File: src/fdcp_pkg.sv
package fdcp_pkg;

	// Clock and rates
	localparam int CLK_HZ = 25_000_000;
	localparam int FM_BIT_HZ = 125_000;
	localparam int MFM_BIT_HZ = 250_000;
	localparam int FM_BIT_CYC = CLK_HZ / FM_BIT_HZ;
	localparam int MFM_BIT_CYC = CLK_HZ / MFM_BIT_HZ;
	localparam int REF_CLK_HZ = 2_000_000;
	// Phase accumulator: toggles at twice the reference rate, in MHz units
	localparam int REF_ACC_STEP = 2 * REF_CLK_HZ / 1_000_000;
	localparam int REF_ACC_MOD = CLK_HZ / 1_000_000;
	localparam int HEAD_LOAD_MS = 500;
	localparam int HEAD_LOAD_CYC = (CLK_HZ / 1000) * HEAD_LOAD_MS;
	localparam int WAIT_TIMEOUT_US = 1000;
	localparam int WAIT_TIMEOUT_CYC = (CLK_HZ / 1_000_000) * WAIT_TIMEOUT_US;

	// Address map
	localparam logic [15:0] ROM_BASE = 16'hE000;
	localparam logic [15:0] ROM_LAST = 16'hE7FF;
	localparam logic [15:0] RAM_BASE = 16'hE800;
	localparam logic [15:0] RAM_LAST = 16'hE8FF;
	localparam logic [15:0] ADDR_WRITE_CRC = 16'hE900;
	localparam logic [15:0] ADDR_SENSE_PRI = 16'hE901;
	localparam logic [15:0] ADDR_MOTION = 16'hE902;
	localparam logic [15:0] ADDR_CFG_A = 16'hE903;
	localparam logic [15:0] ADDR_SENSE_SEC = 16'hEA00;
	localparam logic [15:0] ADDR_THIRD = 16'hEA01;
	localparam logic [15:0] ADDR_DENSITY = 16'hEA02;
	localparam logic [15:0] ADDR_CFG_B = 16'hEA03;
	localparam logic [15:0] ADDR_AM_READ = 16'hEB00;
	localparam logic [15:0] ADDR_BYTE_READ = 16'hED00;
	localparam logic [15:0] ADDR_BYTE_WRITE = 16'hEE00;
	localparam logic [15:0] ADDR_HEAD_LOAD = 16'hEF00;

	// Write/CRC control port fields
	localparam int WC_CRC_EN = 0;
	localparam int WC_PAT0 = 1;
	localparam int WC_SYNC = 2;
	localparam int WC_PAT3 = 3;
	localparam int WC_WGATE = 4;
	localparam int WC_PRE_LO = 5;
	localparam int WC_PRE_HI = 6;
	localparam int WC_CRC_OUT = 7;
	// Motion/select control port fields
	localparam int MS_STEP = 0;
	localparam int MS_SEL_LO = 1;
	localparam int MS_SEL_HI = 3;
	localparam int MS_MOTOR = 4;
	localparam int MS_DIR = 5;
	localparam int MS_PAT1 = 6;
	localparam int MS_CRC_PRESET = 7;
	// Third control port field feeding pattern bit 2
	localparam int TC_PAT2 = 0;
	// Density/side control port fields
	localparam int DS_SEL4 = 0;
	localparam int DS_DEN_HI = 2;
	localparam int DS_DEN_LO = 3;
	localparam int DS_SIDE = 7;
	// Secondary sense port fields
	localparam int SS_HEAD = 0;
	localparam int SS_CRC = 1;

	// Reset and fixed values
	localparam logic [7:0] CTRL_RESET = 8'h00;
	localparam logic [7:0] UNDEF_DATA = 8'hFF;
	localparam logic [15:0] CRC_PRESET = 16'hFFFF;
	localparam logic [15:0] CRC_POLY = 16'h1021;
	localparam logic [1:0] DEN_FM = 2'h0;
	localparam logic [1:0] DEN_MFM = 2'h1;

	typedef enum logic [1:0] {ST_IDLE, ST_AM, ST_RD, ST_WR} fdcp_state_type;

endpackage : fdcp_pkg

File: src/fdcp_link.sv
`timescale 1ns/1ns
module fdcp_link (
	input wire logic clk_i,
	input wire logic rst_i,
	input wire logic shift_clk_i,
	input wire logic clk_bit_i,
	input wire logic data_bit_i,
	input wire logic [3:0] pattern_i,
	output logic shift_edge_o,
	output logic rx_bit_o,
	output logic [7:0] rx_byte_o,
	output logic rx_ready_o,
	output logic [7:0] am_byte_o,
	output logic am_match_o
);
	// Index 0 shift clock, 1 recovered clock, 2 recovered data
	logic [2:0] raw;
	logic [2:0] sync1;
	logic [2:0] sync2;
	logic [2:0] sync3;
	logic [2:0] filt;
	logic shift_prev;
	logic [7:0] data_sr;
	logic [7:0] clk_sr;
	logic [2:0] bit_cnt;

	assign raw = {data_bit_i, clk_bit_i, shift_clk_i};

	// Shift clock idles high, so its chain resets high to avoid a false edge
	for (genvar i = 0; i < 3; i++) begin : g_sync
		always_ff @(posedge clk_i or posedge rst_i) begin
			if (rst_i) begin
				sync1[i] <= (i == 0);
				sync2[i] <= (i == 0);
				sync3[i] <= (i == 0);
				filt[i] <= (i == 0);
			end else begin
				sync1[i] <= raw[i];
				sync2[i] <= sync1[i];
				sync3[i] <= sync2[i];
				if (sync2[i] == sync3[i]) begin
					filt[i] <= sync3[i];
				end
			end
		end
	end

	always_ff @(posedge clk_i or posedge rst_i) begin
		if (rst_i) begin
			shift_prev <= 1'b1;
		end else begin
			shift_prev <= filt[0];
		end
	end

	assign shift_edge_o = filt[0] & ~shift_prev;
	assign rx_bit_o = filt[2];

	// Deserialiser: data and clock bits taken on each rising shift edge
	always_ff @(posedge clk_i or posedge rst_i) begin
		if (rst_i) begin
			data_sr <= 8'h00;
			clk_sr <= 8'h00;
			bit_cnt <= 3'h0;
			rx_byte_o <= 8'h00;
			rx_ready_o <= 1'b0;
			am_byte_o <= 8'h00;
			am_match_o <= 1'b0;
		end else begin
			rx_ready_o <= 1'b0;
			am_match_o <= 1'b0;
			if (shift_edge_o) begin
				data_sr <= {data_sr[6:0], filt[2]};
				clk_sr <= {clk_sr[6:0], filt[1]};
				if ({clk_sr[2:0], filt[1]} == pattern_i) begin
					// Address mark realigns the byte boundary
					am_match_o <= 1'b1;
					am_byte_o <= {data_sr[6:0], filt[2]};
					bit_cnt <= 3'h0;
				end else begin
					bit_cnt <= bit_cnt + 3'h1;
					if (bit_cnt == 3'h7) begin
						rx_ready_o <= 1'b1;
						rx_byte_o <= {data_sr[6:0], filt[2]};
					end
				end
			end
		end
	end

endmodule : fdcp_link

File: src/fdcp_top.sv
`timescale 1ns/1ns
// What this block does
// - ROM of 2048 bytes answers host reads at E000 to E7FF.
// - Scratch RAM of 256 bytes reads and writes at E800 to E8FF.
// - Write/CRC port bit 0 enables CRC, bit 7 sends CRC onto write data.
// - Mark pattern bits 0 and 3 from write/CRC port, bit 1 from motion port.
// - Write/CRC port bit 2 drives separator sync, bit 4 the write gate.
// - Write/CRC port bits 6:5 select precompensation group.
// - Primary sense: protect, option switches, ready, track zero, index.
// - Motion port drives step, selects 1-3, motor on, direction.
// - Motion port bit 7 presets the CRC to all ones.
// - Secondary sense: bit 0 head-load active, bit 1 CRC error.
// - Any write to HEAD_LOAD_TRIGGER retriggers the head-load one-shot.
// - Density port: select 4, side select, density field bits 2 and 3.
// - Mark read waits for clock pattern match, returns its data byte.
// - Byte read waits for next deserialised byte, then returns it.
// - Byte write waits until the hold byte is empty, then loads the byte into it.
// - Data and clock shift in on each rising shift clock edge.
// - Device sends a 2 MHz reference clock to the separator.
// - Two format lines to separator: 00 FM 125k, 01 MFM 250k.
// - Every wait stall ends no later than a retriggered timeout.
module fdcp_top #(
	parameter int HEAD_LOAD_CYCLES = fdcp_pkg::HEAD_LOAD_CYC,
	parameter int WAIT_TIMEOUT_CYCLES = fdcp_pkg::WAIT_TIMEOUT_CYC,
	parameter logic [7:0] ROM_FILL = 8'hFF
) (
	input wire logic clk_i,
	input wire logic rst_i,
	input wire logic [15:0] addr_i,
	input wire logic [7:0] wdata_i,
	input wire logic rd_i,
	input wire logic wr_i,
	output logic [7:0] rdata_o,
	output logic ack_o,
	output logic wait_o,
	input wire logic write_protect_n_i,
	input wire logic [3:0] option_sw_i,
	input wire logic drive_ready_n_i,
	input wire logic track_zero_flag_n_i,
	input wire logic index_n_i,
	input wire logic separator_shift_clock_i,
	input wire logic sep_clk_bit_i,
	input wire logic sep_data_bit_i,
	output logic sep_sync_o,
	output logic ref_clk_o,
	output logic [1:0] format_sel_o,
	output logic write_gate_o,
	output logic write_data_o,
	output logic [1:0] precomp_sel_o,
	output logic step_o,
	output logic [3:0] drive_sel_o,
	output logic motor_on_o,
	output logic direction_o,
	output logic side_sel_o,
	output logic [7:0] third_ctrl_o
);
	localparam int HL_W = $clog2(HEAD_LOAD_CYCLES + 1);
	localparam int TO_W = $clog2(WAIT_TIMEOUT_CYCLES + 1);

	fdcp_pkg::fdcp_state_type state;
	logic take;
	logic rd_take;
	logic wr_take;
	logic [7:0] write_crc_control_port;
	logic [7:0] motion_select_control_port;
	logic [7:0] density_side_control_port;
	logic [7:0] ram_mem [0:255];
	logic [7:0] next_rdata;
	logic [7:0] sense_raw;
	logic [7:0] sense_s1;
	logic [7:0] sense_s2;
	logic [7:0] sense_s3;
	logic [7:0] primary_sense_port;
	logic [7:0] secondary_sense_port;
	logic [HL_W-1:0] head_left;
	logic [TO_W-1:0] tmo_left;
	logic timed_out;
	logic [4:0] ref_acc;
	logic [7:0] bit_div;
	logic bit_tick;
	logic [2:0] tx_cnt;
	logic [7:0] tx_sr;
	logic [7:0] tx_src;
	logic [7:0] hold_byte;
	logic hold_full;
	logic [7:0] wr_byte;
	logic [15:0] crc;
	logic [3:0] pattern;
	logic shift_edge;
	logic rx_bit;
	logic [7:0] rx_byte;
	logic rx_ready;
	logic [7:0] am_byte;
	logic am_match;

	assign take = (rd_i | wr_i) & (state == fdcp_pkg::ST_IDLE) & ~ack_o;
	assign rd_take = take & rd_i;
	assign wr_take = take & wr_i & ~rd_i;

	fdcp_link u_link (
		.clk_i(clk_i),
		.rst_i(rst_i),
		.shift_clk_i(separator_shift_clock_i),
		.clk_bit_i(sep_clk_bit_i),
		.data_bit_i(sep_data_bit_i),
		.pattern_i(pattern),
		.shift_edge_o(shift_edge),
		.rx_bit_o(rx_bit),
		.rx_byte_o(rx_byte),
		.rx_ready_o(rx_ready),
		.am_byte_o(am_byte),
		.am_match_o(am_match)
	);

	// Clock recognition pattern
	assign pattern = {write_crc_control_port[fdcp_pkg::WC_PAT3],
		third_ctrl_o[fdcp_pkg::TC_PAT2],
		motion_select_control_port[fdcp_pkg::MS_PAT1],
		write_crc_control_port[fdcp_pkg::WC_PAT0]};

	// Drive status pins, three-stage synchronised
	assign sense_raw = {index_n_i, track_zero_flag_n_i, drive_ready_n_i, option_sw_i,
		write_protect_n_i};
	for (genvar i = 0; i < 8; i++) begin : g_sense
		always_ff @(posedge clk_i or posedge rst_i) begin
			if (rst_i) begin
				sense_s1[i] <= 1'b1;
				sense_s2[i] <= 1'b1;
				sense_s3[i] <= 1'b1;
				primary_sense_port[i] <= 1'b1;
			end else begin
				sense_s1[i] <= sense_raw[i];
				sense_s2[i] <= sense_s1[i];
				sense_s3[i] <= sense_s2[i];
				if (sense_s2[i] == sense_s3[i]) begin
					primary_sense_port[i] <= sense_s3[i];
				end
			end
		end
	end

	assign secondary_sense_port = {6'h00, |crc, head_left != '0};

	// Control port writes; a configuration write clears its group
	always_ff @(posedge clk_i or posedge rst_i) begin
		if (rst_i) begin
			write_crc_control_port <= fdcp_pkg::CTRL_RESET;
			motion_select_control_port <= fdcp_pkg::CTRL_RESET;
			third_ctrl_o <= fdcp_pkg::CTRL_RESET;
			density_side_control_port <= fdcp_pkg::CTRL_RESET;
		end else if (wr_take) begin
			unique case (addr_i)
				fdcp_pkg::ADDR_WRITE_CRC: write_crc_control_port <= wdata_i;
				fdcp_pkg::ADDR_MOTION: motion_select_control_port <= wdata_i;
				fdcp_pkg::ADDR_THIRD: third_ctrl_o <= wdata_i;
				fdcp_pkg::ADDR_DENSITY: density_side_control_port <= wdata_i;
				fdcp_pkg::ADDR_CFG_A: begin
					write_crc_control_port <= fdcp_pkg::CTRL_RESET;
					motion_select_control_port <= fdcp_pkg::CTRL_RESET;
				end
				fdcp_pkg::ADDR_CFG_B: begin
					third_ctrl_o <= fdcp_pkg::CTRL_RESET;
					density_side_control_port <= fdcp_pkg::CTRL_RESET;
				end
				default: ;
			endcase
		end
	end

	assign sep_sync_o = write_crc_control_port[fdcp_pkg::WC_SYNC];
	assign write_gate_o = write_crc_control_port[fdcp_pkg::WC_WGATE];
	assign precomp_sel_o = write_crc_control_port[fdcp_pkg::WC_PRE_HI:fdcp_pkg::WC_PRE_LO];
	assign step_o = motion_select_control_port[fdcp_pkg::MS_STEP];
	assign motor_on_o = motion_select_control_port[fdcp_pkg::MS_MOTOR];
	assign direction_o = motion_select_control_port[fdcp_pkg::MS_DIR];
	assign drive_sel_o = {density_side_control_port[fdcp_pkg::DS_SEL4],
		motion_select_control_port[fdcp_pkg::MS_SEL_HI:fdcp_pkg::MS_SEL_LO]};
	assign side_sel_o = density_side_control_port[fdcp_pkg::DS_SIDE];
	assign format_sel_o = {density_side_control_port[fdcp_pkg::DS_DEN_HI],
		density_side_control_port[fdcp_pkg::DS_DEN_LO]};

	// Scratch RAM
	always_ff @(posedge clk_i) begin
		if (wr_take && addr_i >= fdcp_pkg::RAM_BASE && addr_i <= fdcp_pkg::RAM_LAST) begin
			ram_mem[addr_i[7:0]] <= wdata_i;
		end
	end

	// Head-load one-shot, restarted by any write to its location
	always_ff @(posedge clk_i or posedge rst_i) begin
		if (rst_i) begin
			head_left <= '0;
		end else if (wr_take && addr_i == fdcp_pkg::ADDR_HEAD_LOAD) begin
			head_left <= HL_W'(HEAD_LOAD_CYCLES);
		end else if (head_left != '0) begin
			head_left <= head_left - HL_W'(1);
		end
	end

	// 2 MHz reference from a fractional phase accumulator
	always_ff @(posedge clk_i or posedge rst_i) begin
		if (rst_i) begin
			ref_acc <= 5'h00;
			ref_clk_o <= 1'b0;
		end else if (ref_acc + 5'(fdcp_pkg::REF_ACC_STEP) >= 5'(fdcp_pkg::REF_ACC_MOD)) begin
			ref_acc <= ref_acc + 5'(fdcp_pkg::REF_ACC_STEP) - 5'(fdcp_pkg::REF_ACC_MOD);
			ref_clk_o <= ~ref_clk_o;
		end else begin
			ref_acc <= ref_acc + 5'(fdcp_pkg::REF_ACC_STEP);
		end
	end

	// Bit-cell enable while writing, rate from density field
	always_ff @(posedge clk_i or posedge rst_i) begin
		if (rst_i) begin
			bit_div <= 8'h00;
			bit_tick <= 1'b0;
		end else if (!write_gate_o) begin
			bit_div <= 8'h00;
			bit_tick <= 1'b0;
		end else begin
			bit_tick <= 1'b0;
			if (bit_div == ((format_sel_o == fdcp_pkg::DEN_MFM) ?
					8'(fdcp_pkg::MFM_BIT_CYC - 1) : 8'(fdcp_pkg::FM_BIT_CYC - 1))) begin
				bit_div <= 8'h00;
				bit_tick <= 1'b1;
			end else begin
				bit_div <= bit_div + 8'h01;
			end
		end
	end

	// Serialiser: a new byte loads at each byte boundary
	assign tx_src = (tx_cnt != 3'h0) ? tx_sr : (hold_full ? hold_byte : 8'h00);

	always_ff @(posedge clk_i or posedge rst_i) begin
		if (rst_i) begin
			tx_cnt <= 3'h0;
			tx_sr <= 8'h00;
			write_data_o <= 1'b0;
		end else if (!write_gate_o) begin
			tx_cnt <= 3'h0;
			write_data_o <= 1'b0;
		end else if (bit_tick) begin
			tx_cnt <= tx_cnt + 3'h1;
			tx_sr <= {tx_src[6:0], 1'b0};
			write_data_o <= write_crc_control_port[fdcp_pkg::WC_CRC_OUT] ? crc[15] : tx_src[7];
		end
	end

	always_ff @(posedge clk_i or posedge rst_i) begin
		if (rst_i) begin
			hold_full <= 1'b0;
			hold_byte <= 8'h00;
		end else if (write_gate_o && bit_tick && tx_cnt == 3'h0 && hold_full) begin
			hold_full <= 1'b0;
		end else if (state == fdcp_pkg::ST_WR && !hold_full && !timed_out) begin
			hold_full <= 1'b1;
			hold_byte <= wr_byte;
		end
	end

	// CRC-16 over written or received data bits
	function automatic logic [15:0] crc_step(input logic [15:0] c, input logic b);
		crc_step = {c[14:0], 1'b0} ^ ((c[15] ^ b) ? fdcp_pkg::CRC_POLY : 16'h0000);
	endfunction : crc_step

	always_ff @(posedge clk_i or posedge rst_i) begin
		if (rst_i) begin
			crc <= fdcp_pkg::CRC_PRESET;
		end else if (wr_take && addr_i == fdcp_pkg::ADDR_MOTION && wdata_i[fdcp_pkg::MS_CRC_PRESET]) begin
			crc <= fdcp_pkg::CRC_PRESET;
		end else if (write_crc_control_port[fdcp_pkg::WC_CRC_EN]) begin
			if (write_gate_o && bit_tick) begin
				crc <= write_crc_control_port[fdcp_pkg::WC_CRC_OUT] ?
					{crc[14:0], 1'b0} : crc_step(crc, tx_src[7]);
			end else if (!write_gate_o && shift_edge) begin
				crc <= crc_step(crc, rx_bit);
			end
		end
	end

	// Immediate read data
	always_comb begin
		next_rdata = fdcp_pkg::UNDEF_DATA;
		if (addr_i <= fdcp_pkg::ROM_LAST && addr_i >= fdcp_pkg::ROM_BASE) begin
			next_rdata = ROM_FILL;
		end else if (addr_i >= fdcp_pkg::RAM_BASE && addr_i <= fdcp_pkg::RAM_LAST) begin
			next_rdata = ram_mem[addr_i[7:0]];
		end else if (addr_i == fdcp_pkg::ADDR_SENSE_PRI) begin
			next_rdata = primary_sense_port;
		end else if (addr_i == fdcp_pkg::ADDR_SENSE_SEC) begin
			next_rdata = secondary_sense_port;
		end
	end

	assign timed_out = (state != fdcp_pkg::ST_IDLE) && tmo_left == '0;

	// Host access sequencer with wait-state synchronisation
	always_ff @(posedge clk_i or posedge rst_i) begin
		if (rst_i) begin
			state <= fdcp_pkg::ST_IDLE;
			ack_o <= 1'b0;
			wait_o <= 1'b0;
			rdata_o <= 8'h00;
			wr_byte <= 8'h00;
			tmo_left <= '0;
		end else begin
			ack_o <= 1'b0;
			if (take) begin
				tmo_left <= TO_W'(WAIT_TIMEOUT_CYCLES);
				wr_byte <= wdata_i;
				if (rd_i && addr_i == fdcp_pkg::ADDR_AM_READ) begin
					state <= fdcp_pkg::ST_AM;
					wait_o <= 1'b1;
				end else if (rd_i && addr_i == fdcp_pkg::ADDR_BYTE_READ) begin
					state <= fdcp_pkg::ST_RD;
					wait_o <= 1'b1;
				end else if (!rd_i && addr_i == fdcp_pkg::ADDR_BYTE_WRITE) begin
					state <= fdcp_pkg::ST_WR;
					wait_o <= 1'b1;
				end else begin
					ack_o <= 1'b1;
					rdata_o <= rd_i ? next_rdata : rdata_o;
				end
			end else if (state != fdcp_pkg::ST_IDLE) begin
				tmo_left <= tmo_left - TO_W'(1);
				if ((state == fdcp_pkg::ST_AM && am_match) ||
						(state == fdcp_pkg::ST_RD && rx_ready) ||
						(state == fdcp_pkg::ST_WR && !hold_full) || timed_out) begin
					state <= fdcp_pkg::ST_IDLE;
					wait_o <= 1'b0;
					ack_o <= 1'b1;
					unique case (state)
						fdcp_pkg::ST_AM: rdata_o <= timed_out ? fdcp_pkg::UNDEF_DATA : am_byte;
						fdcp_pkg::ST_RD: rdata_o <= timed_out ? fdcp_pkg::UNDEF_DATA : rx_byte;
						fdcp_pkg::ST_WR: rdata_o <= rdata_o;
						fdcp_pkg::ST_IDLE: rdata_o <= rdata_o;
					endcase
				end
			end
		end
	end

	logic [TO_W:0] stall_len;
	always_ff @(posedge clk_i or posedge rst_i) begin
		if (rst_i) begin
			stall_len <= '0;
		end else begin
			stall_len <= wait_o ? stall_len + (TO_W + 1)'(1) : '0;
		end
	end
endmodule : fdcp_top

File: config.mk
export PLATFORM = sky130hd
export DESIGN_NAME = fdcp_top
export DESIGN_NICKNAME = d
export VERILOG_FILES = /design/src/fdcp_pkg.sv /design/src/fdcp_link.sv /design/src/fdcp_top.sv
export SDC_FILE = /design/constraint.sdc
export NUM_CORES = 2
export LEC_CHECK = 0
export BUFFER_PORTS_ARGS = -buffer_cell sky130_fd_sc_hd__buf_2
export CAP_MARGIN = 20
export CORE_UTILIZATION = 45
export CTS_CLUSTER_DIAMETER = 50
export CTS_CLUSTER_SIZE = 25
export DETAILED_ROUTE_END_ITERATION = 12
export HOLD_SLACK_MARGIN = 0.08
export PLACE_DENSITY_LB_ADDON = 0.1
export SYNTH_ARGS = -nofsm -noshare
export SYNTH_HDL_FRONTEND = slang
export SYNTH_SLANG_ARGS = --single-unit
export TNS_END_PERCENT = 20
File: constraint.sdc
create_clock -name clk_i -period 7.95 [get_ports clk_i]
set_input_delay 2.385 -clock clk_i [delete_from_list [all_inputs] [get_ports clk_i]]
set_output_delay 2.385 -clock clk_i [all_outputs]
set_load 0.005 [all_outputs]
=== Word level (Yosys, flattened, before mapping) ===
Memory sizes are Yosys's and may differ from the RTL's.
Cells that the tools add are included.

* Register bits after elaboration: 217
* Input port bits: 39
* Bits in writable memories: 2048
* Output and inout port bits: 34
* Memories kept: 1

{| class="wikitable"
|+ Memories
! memory !! words !! width !! rd ports !! clocked after memory_dff !! wr ports !! RTL line !! text
|-
| ram_mem || 256 || 8 || 1 || 0 || 1 || fdcp_top.sv:67 || <nowiki>logic [7:0] ram_mem [0:255];</nowiki>
|}

* Equal/unequal tests: 37
* Reduce and logical (&&, ||, !) cells: 55
* Muxes and demuxes: 70
* Order comparisons: 5
* Add/sub/neg operators: 7
* Bitwise gates (word level): 16

{| class="wikitable"
|+ Operators by type and width
! kind !! number
|-
| $eq 16x16->1 const B || 12
|-
| $mux 8 || 18
|-
| $mux 16 || 5
|-
| $pmux 8 s2 || 4
|-
| $mux 24 || 2
|-
| $ge 16x16->1 const B || 2
|-
| $le 16x16->1 const B || 2
|-
| $xor 16x13->16 || 2
|-
| $mux 15 || 2
|-
| $mux 1 || 26
|-
| $mux 13 || 2
|-
| $reduce_bool 24->1 || 1
|-
| $sub 24x1->24 const B || 1
|-
| $reduce_bool 2->1 || 10
|-
| $logic_and 1x1->1 || 19
|-
| $reduce_and 2->1 || 8
|-
| $reduce_or 16->1 || 1
|-
| $logic_not 15->1 || 1
|-
| $sub 15x1->15 const B || 1
|-
| $pmux 7 s2 || 1
|-
| $mux 2 || 6
|-
| $eq 1x1->1 || 11
|-
| $mux 3 || 3
|-
| $add 8x1->8 const B || 1
|-
| other kinds (25) || 49
|}

=== Logic depth before layout (Yosys ltp) ===
* Depth in word-level cells: 10
* Depth in mapped cells: 14

=== By module ===
Synthesis repeated with hierarchy kept, for this count alone.

* Cells, all modules: 4421
* Area total of the unflattened synthesis: 88361.0 um^2

{| class="wikitable"
|+ By module, submodules not included
! module !! cells an instance !! area an instance (um^2) !! instances
|-
| fdcp_top || 4304 || 86721.9 || 1
|-
| fdcp_link || 117 || 1639.1 || 1
|}

=== Least setup slack after synthesis ===
OpenSTA, ideal clock, no wires.

* Path kind: input to register
* Start: in addr_i[0]
* End: mem ram_mem[219][0], enable pin
* Required time: 7580 ps
* Setup time: 370 ps
* Slack: 2903 ps
* Stages on the path: 12
* Arrival time: 4677 ps
* Cell sequence: buf_2 buf_6 buf_6 buf_6 buf_4 buf_4 buf_2 nand2_1 nor2_1 nand2_1 clkbuf_1 nor2_1

* Longest elaborated chain between the ends: 5
* Elaborated cells between the ends (all ways): 6

{| class="wikitable"
|+ RTL lines
! element !! RTL line !! text
|-
| start, declared || fdcp_top.sv:29 || <nowiki>input wire logic [15:0] addr_i,</nowiki>
|-
| $ge 16x16->1 || fdcp_top.sv:184 || <nowiki>if (wr_take && addr_i >= fdcp_pkg::RAM_BASE && addr_i <= fdcp_pkg::RAM_LAST) begin</nowiki>
|-
| $logic_and 1x1->1 (2 in a row) || fdcp_top.sv:184 ||
|-
| $mux 1 || fdcp_top.sv:184 ||
|-
| $mux 1 (not written as such) || fdcp_top.sv:185 || <nowiki>ram_mem[addr_i[7:0]] <= wdata_i;</nowiki>
|-
| end, declared || fdcp_top.sv:67 ||
|}

Parallel ways exist; a longest one is shown, timed or not.

=== Final worst setup path ===
* Start: in addr_i[12]
* End: mem ram_mem[34][7], enable pin

* Longest elaborated chain between the ends: 5
* Elaborated cells between the ends (all ways): 6

{| class="wikitable"
|+ RTL lines
! element !! RTL line
|-
| $ge 16x16->1 || fdcp_top.sv:184
|-
| $logic_and 1x1->1 || fdcp_top.sv:184
|-
| $logic_and 1x1->1 (*) || fdcp_top.sv:184
|-
| $mux 1 (*) || fdcp_top.sv:184
|-
| $mux 1 (not written as such) (*) || fdcp_top.sv:185
|}

Mark *: on every way between the ends. The rest lies on a longest branch, timed or not.

==> run_summary.xml <==
<?xml version="1.0" encoding="UTF-8"?>
<metrics>
  <group name="power_and_ir_drop">
    <metric name="internal-power" unit="W">0.01905</metric>
    <metric name="seq_power_share" unit="%">52.7</metric>
    <metric name="cellPowerDensity" unit="nW/um^2">253.0</metric>
    <metric name="comb_power_share" unit="%">5.5</metric>
    <metric name="power_switching" unit="W">0.005989</metric>
    <metric name="clock_power_share" unit="%">41.8</metric>
    <metric name="power_leakage" unit="nW">31.63</metric>
    <metric name="ir_worst_vdd" unit="V">0.0002278</metric>
    <metric name="switching_share" unit="%">23.92</metric>
  </group>
  <group name="route">
    <metric name="route.detailed.wl_per_inst" unit="um">31.58</metric>
    <metric name="first_iter_violations" unit="">4548</metric>
    <metric name="postRouteAntennaNets" unit="">0</metric>
    <metric name="vias" unit="">44002</metric>
    <metric name="post-route-drc-count" unit="">0</metric>
    <metric name="wirelength" unit="um">231000</metric>
    <metric name="drt_pre_antenna_iters" unit="">6</metric>
    <metric name="viasPerCell" unit="">6.016</metric>
  </group>
  <group name="grt">
    <metric name="grt_max_degree" unit="">170</metric>
    <metric name="global_route_wire_length_before_repair" unit="um">329800</metric>
    <metric name="antenna_found_initial" unit="">4</metric>
    <metric name="grt_overflow_total" unit="">0</metric>
    <metric name="grtUsageTotal" unit="%">23.43</metric>
    <metric name="first_global_vias" unit="">44052</metric>
  </group>
  <group name="sta">
    <metric name="finalSetupViolations" unit="">0</metric>
    <metric name="post-route-period-util" unit="%">75.88</metric>
    <metric name="drv_slew" unit="">0</metric>
    <metric name="final.min_clock_period" unit="ps">6032</metric>
    <metric name="maxClockFrequency" unit="MHz">165.8</metric>
    <metric name="max_clock_skew" unit="ps">31.79</metric>
    <metric name="slew_of_the_pin_with_the_lowest_slew_margin" unit="ps">1183</metric>
    <metric name="setup_repair_after_global_routing_missed_its_margin" unit="">false</metric>
    <metric name="setup_total_negative_slack" unit="ps">0</metric>
    <metric name="maxSlewHeadroom" unit="%">20.87</metric>
    <metric name="timing_hold_violations_final" unit="">0</metric>
  </group>
  <group name="final_layout">
    <metric name="finish.net_count" unit="">4664</metric>
    <metric name="proportion_of_layout_cells_with_a_drive_suffix_above_1" unit="%">24.89</metric>
    <metric name="final_cell_mix" unit="">2048 x sky130_fd_sc_hd__edfxtp_1, 497 x sky130_fd_sc_hd__mux4_2, 338 x sky130_fd_sc_hd__nor2_1</metric>
    <metric name="design_area" unit="sq um">98950</metric>
    <metric name="synthToLayoutAreaGrowth" unit="%">12.48</metric>
    <metric name="layout_commonest_cell" unit="">sky130_fd_sc_hd__edfxtp_1</metric>
  </group>
  <group name="run">
    <metric name="maxCapViolCount" unit="">0</metric>
  </group>
  <group name="die">
    <metric name="fp.coreArea" unit="sq um">193400</metric>
    <metric name="die_w" unit="um">444.2</metric>
    <metric name="die_area" unit="sq um">197300</metric>
    <metric name="floorplan.io_pins" unit="">73</metric>
    <metric name="rows" unit="">161</metric>
    <metric name="chipHeight" unit="um">444.2</metric>
    <metric name="initial_core_util" unit="%">45.49</metric>
  </group>
  <group name="yosys">
    <metric name="mappedNetlistArea" unit="sq um">87970</metric>
    <metric name="synthFlopType" unit="">sky130_fd_sc_hd__edfxtp_1</metric>
    <metric name="synthesized_instance_count" unit="">4462</metric>
    <metric name="synth-edff-count" unit="">2048</metric>
    <metric name="yosys_warnings" unit="">0</metric>
    <metric name="synth_seq_area_share" unit="%">76.04</metric>
    <metric name="syn_area_per_cell" unit="sq um">19.72</metric>
    <metric name="synth_cell_type_count" unit="">67</metric>
    <metric name="syn-num-nets" unit="">4519</metric>
    <metric name="ys_async_rst_share" unit="%">9.421</metric>
    <metric name="ys_seq_elements" unit="">2261</metric>
  </group>
  <group name="placement">
    <metric name="io_buffers" unit="">72</metric>
    <metric name="routabilityCongestion" unit="">0.8310</metric>
    <metric name="placed_cell_area" unit="sq um">91710</metric>
    <metric name="post-dp-hpwl" unit="um">137800</metric>
  </group>
  <group name="clock_network">
    <metric name="deepest_level_of_the_cts_h_tree" unit="">4</metric>
    <metric name="clock_tree.buffer_depth" unit="">3</metric>
    <metric name="cts_hold_repair.buffers" unit="">0</metric>
    <metric name="cts-resized-gates" unit="">0</metric>
    <metric name="cts_setup_buffers" unit="">0</metric>
    <metric name="insertion_delay" unit="ps">870</metric>
    <metric name="cts_sinks" unit="">2261</metric>
    <metric name="tritoncts" unit="">yes</metric>
    <metric name="clk_pin_slew_worst_paths" unit="ps">70</metric>
    <metric name="ctsRootBufferMaster" unit="">sky130_fd_sc_hd__clkbuf_16</metric>
    <metric name="tritoncts.num_buffers" unit="">201</metric>
  </group>
  <group name="setup_path">
    <metric name="worst_ep_arrival_time" unit="ps">6500</metric>
    <metric name="setup.worst_path.class" unit="">in -&gt; reg</metric>
    <metric name="cp_data_required_time" unit="ps">8420</metric>
    <metric name="startpoint_type" unit="">input pin</metric>
    <metric name="crit_path_max_fanout" unit="">15</metric>
    <metric name="critical_path.endpoint_type" unit="">register</metric>
  </group>
  <group name="worst_hold_path">
    <metric name="hold_path_class" unit="">reg -&gt; reg</metric>
  </group>
  <group name="run_status">
    <metric name="run_status" unit="">complete, no violations</metric>
  </group>
</metrics>
## power by group through the flow
| stage | Combinational [W] | Sequential, W | Clock (W) |
|---|---|---|---|
| final | 0.00138 | 0.0132 | 0.0105 |
| after floorplan | 0.000777 | 0.0134 | 0 |
| after detailed placement | 0.00140 | 0.0134 | 0 |
| after CTS | 0.00140 | 0.0132 | 0.0106 |
| after global placement | 0.00139 | 0.0134 | 0 |
| after global routing | 0.00148 | 0.0132 | 0.0111 |
## synthesized netlist by cell type (12+ instances only)
cell type	n	area, sq um
sky130_fd_sc_hd__o22ai_1	20	125.1
sky130_fd_sc_hd__and3_1	12	75.07
sky130_fd_sc_hd__xnor2_1	28	245.2
sky130_fd_sc_hd__buf_2	51	255.2
sky130_fd_sc_hd__inv_1	23	86.33
sky130_fd_sc_hd__o21ai_0	73	365.4
sky130_fd_sc_hd__nand2_1	232	870.8
sky130_fd_sc_hd__a31o_1	12	105.1
sky130_fd_sc_hd__or3_1	14	87.58
sky130_fd_sc_hd__nor2_1	344	1291
sky130_fd_sc_hd__buf_1	29	108.9
sky130_fd_sc_hd__nor2b_1	12	75.07
sky130_fd_sc_hd__edfxtp_1	2048	61500
sky130_fd_sc_hd__nor3_1	22	110.1
sky130_fd_sc_hd__mux4_2	497	11190
sky130_fd_sc_hd__dfrtp_1	160	4004
sky130_fd_sc_hd__clkbuf_1	130	488.0
sky130_fd_sc_hd__mux2_2	40	450.4
sky130_fd_sc_hd__buf_4	29	217.7
sky130_fd_sc_hd__mux2i_1	108	1081
sky130_fd_sc_hd__buf_6	14	157.7
sky130_fd_sc_hd__nand3_1	54	270.3
sky130_fd_sc_hd__a22oi_1	119	893.4
sky130_fd_sc_hd__nand4_1	16	100.1
sky130_fd_sc_hd__a21oi_1	67	335.3
sky130_fd_sc_hd__a22o_1	13	113.9
sky130_fd_sc_hd__o21ai_1	32	160.2
sky130_fd_sc_hd__ha_1	18	225.2
sky130_fd_sc_hd__dfstp_2	53	1393
sky130_fd_sc_hd__a221oi_1	45	394.1
sky130_fd_sc_hd__xor2_1	15	131.4
## metrics by stage
stage / total power [W] / setup WS, ps / util, % / hold WS, ps / cells
after floorplan: 0.01419 / 2838 / - / 331.2 / 4462
after global placement: 0.01483 / 1155 / 47.41 / 334.8 / 6927
after detailed placement: 0.01485 / 1107 / 47.42 / 338.9 / 6929
after CTS: 0.02523 / 2007 / 51.16 / 343.8 / 7311
after global routing: 0.02576 / 1792 / 51.17 / 350.0 / 7313
final: 0.02504 / 1918 / 51.17 / 351.6 / 7314
## state kept, by name, summed over array words and instances (netlist names), 4 cells and up
signal,flops
ref_acc,5
write_crc_control_port,8
u_link.rx_byte_o,8
sense_s3,8
rdata_o,8
hold_byte,8
sense_s1,8
ram_mem,2048
tmo_left,15
u_link.data_sr,7
sense_s2,8
u_link.am_byte_o,8
primary_sense_port,8
density_side_control_port,4
tx_sr,7
crc,16
motion_select_control_port,7
bit_div,8
head_left,24
wr_byte,8
third_ctrl_o,8
## final cells by class
class | instances | area (sq um)
flip-flops and latches | 2261 | 66900
clock buffers | 205 | 5045
diodes | 2 | 5.005
fillers | 15402 | 94430
repair buffers | 195 | 1713
clock inverters | 177 | 2173
well taps | 2526 | 3161
multi-input cells | 1923 | 19860
inverters | 25 | 102.6
## worst paths after layout
kind | startpoint | endpoint | slack [ps] | cells past startpoint
worst min register to register | u_link.sync1[0] | u_link.sync2[0] | 350 | 0
worst min-delay path | u_link.sync1[0] | u_link.sync2[0] | 350 | 0
worst max-delay path | addr_i[12] | ram_mem[34][7] | 1920 | 8
max in group asynchronous | rst_i | ref_acc[4] | 5380 | 3
worst max register to register | state[1] | ram_mem[34][7] | 3210 | 8
min in group asynchronous | rst_i | tx_sr[4] | 1440 | 2
## routing by layer
metal | wire length, um | track usage, % | share of wire [%] | vias to the layer above
met5 | 0 | 0 | 0 | -
met4 | 5577 | 5.972 | 2.4 | 0
met3 | 14830 | 4.066 | 6.4 | 287
met2 | 110000 | 36.97 | 48 | 1572
met1 | 100600 | 34.00 | 44 | 23660
li1 | - | - | - | 18483
## critical path, cell delays in order
cell	delay (ps)
sky130_fd_sc_hd__buf_2	90
sky130_fd_sc_hd__nand4b_1	310
sky130_fd_sc_hd__or3b_1	500
sky130_fd_sc_hd__nor3_2	400
sky130_fd_sc_hd__nand2b_1	410
sky130_fd_sc_hd__nor3b_1	680
sky130_fd_sc_hd__nand2_2	820
sky130_fd_sc_hd__nor2_1	870
## cells by family (layout without fill, tap and decap cells)
kind of cell,Yosys count,after routing,share of synthesized area [%]
xor+xnor,43,43,0.4281
fa+ha+maj,29,29,0.3812
compound gates,431,431,3.317
buf+inv,278,602,1.502
simple gates,775,775,3.868
mux,645,645,14.46
flops,2261,2261,76.04
other cells,0,2,0
Note: power is estimated with default switching activity, not from simulation.
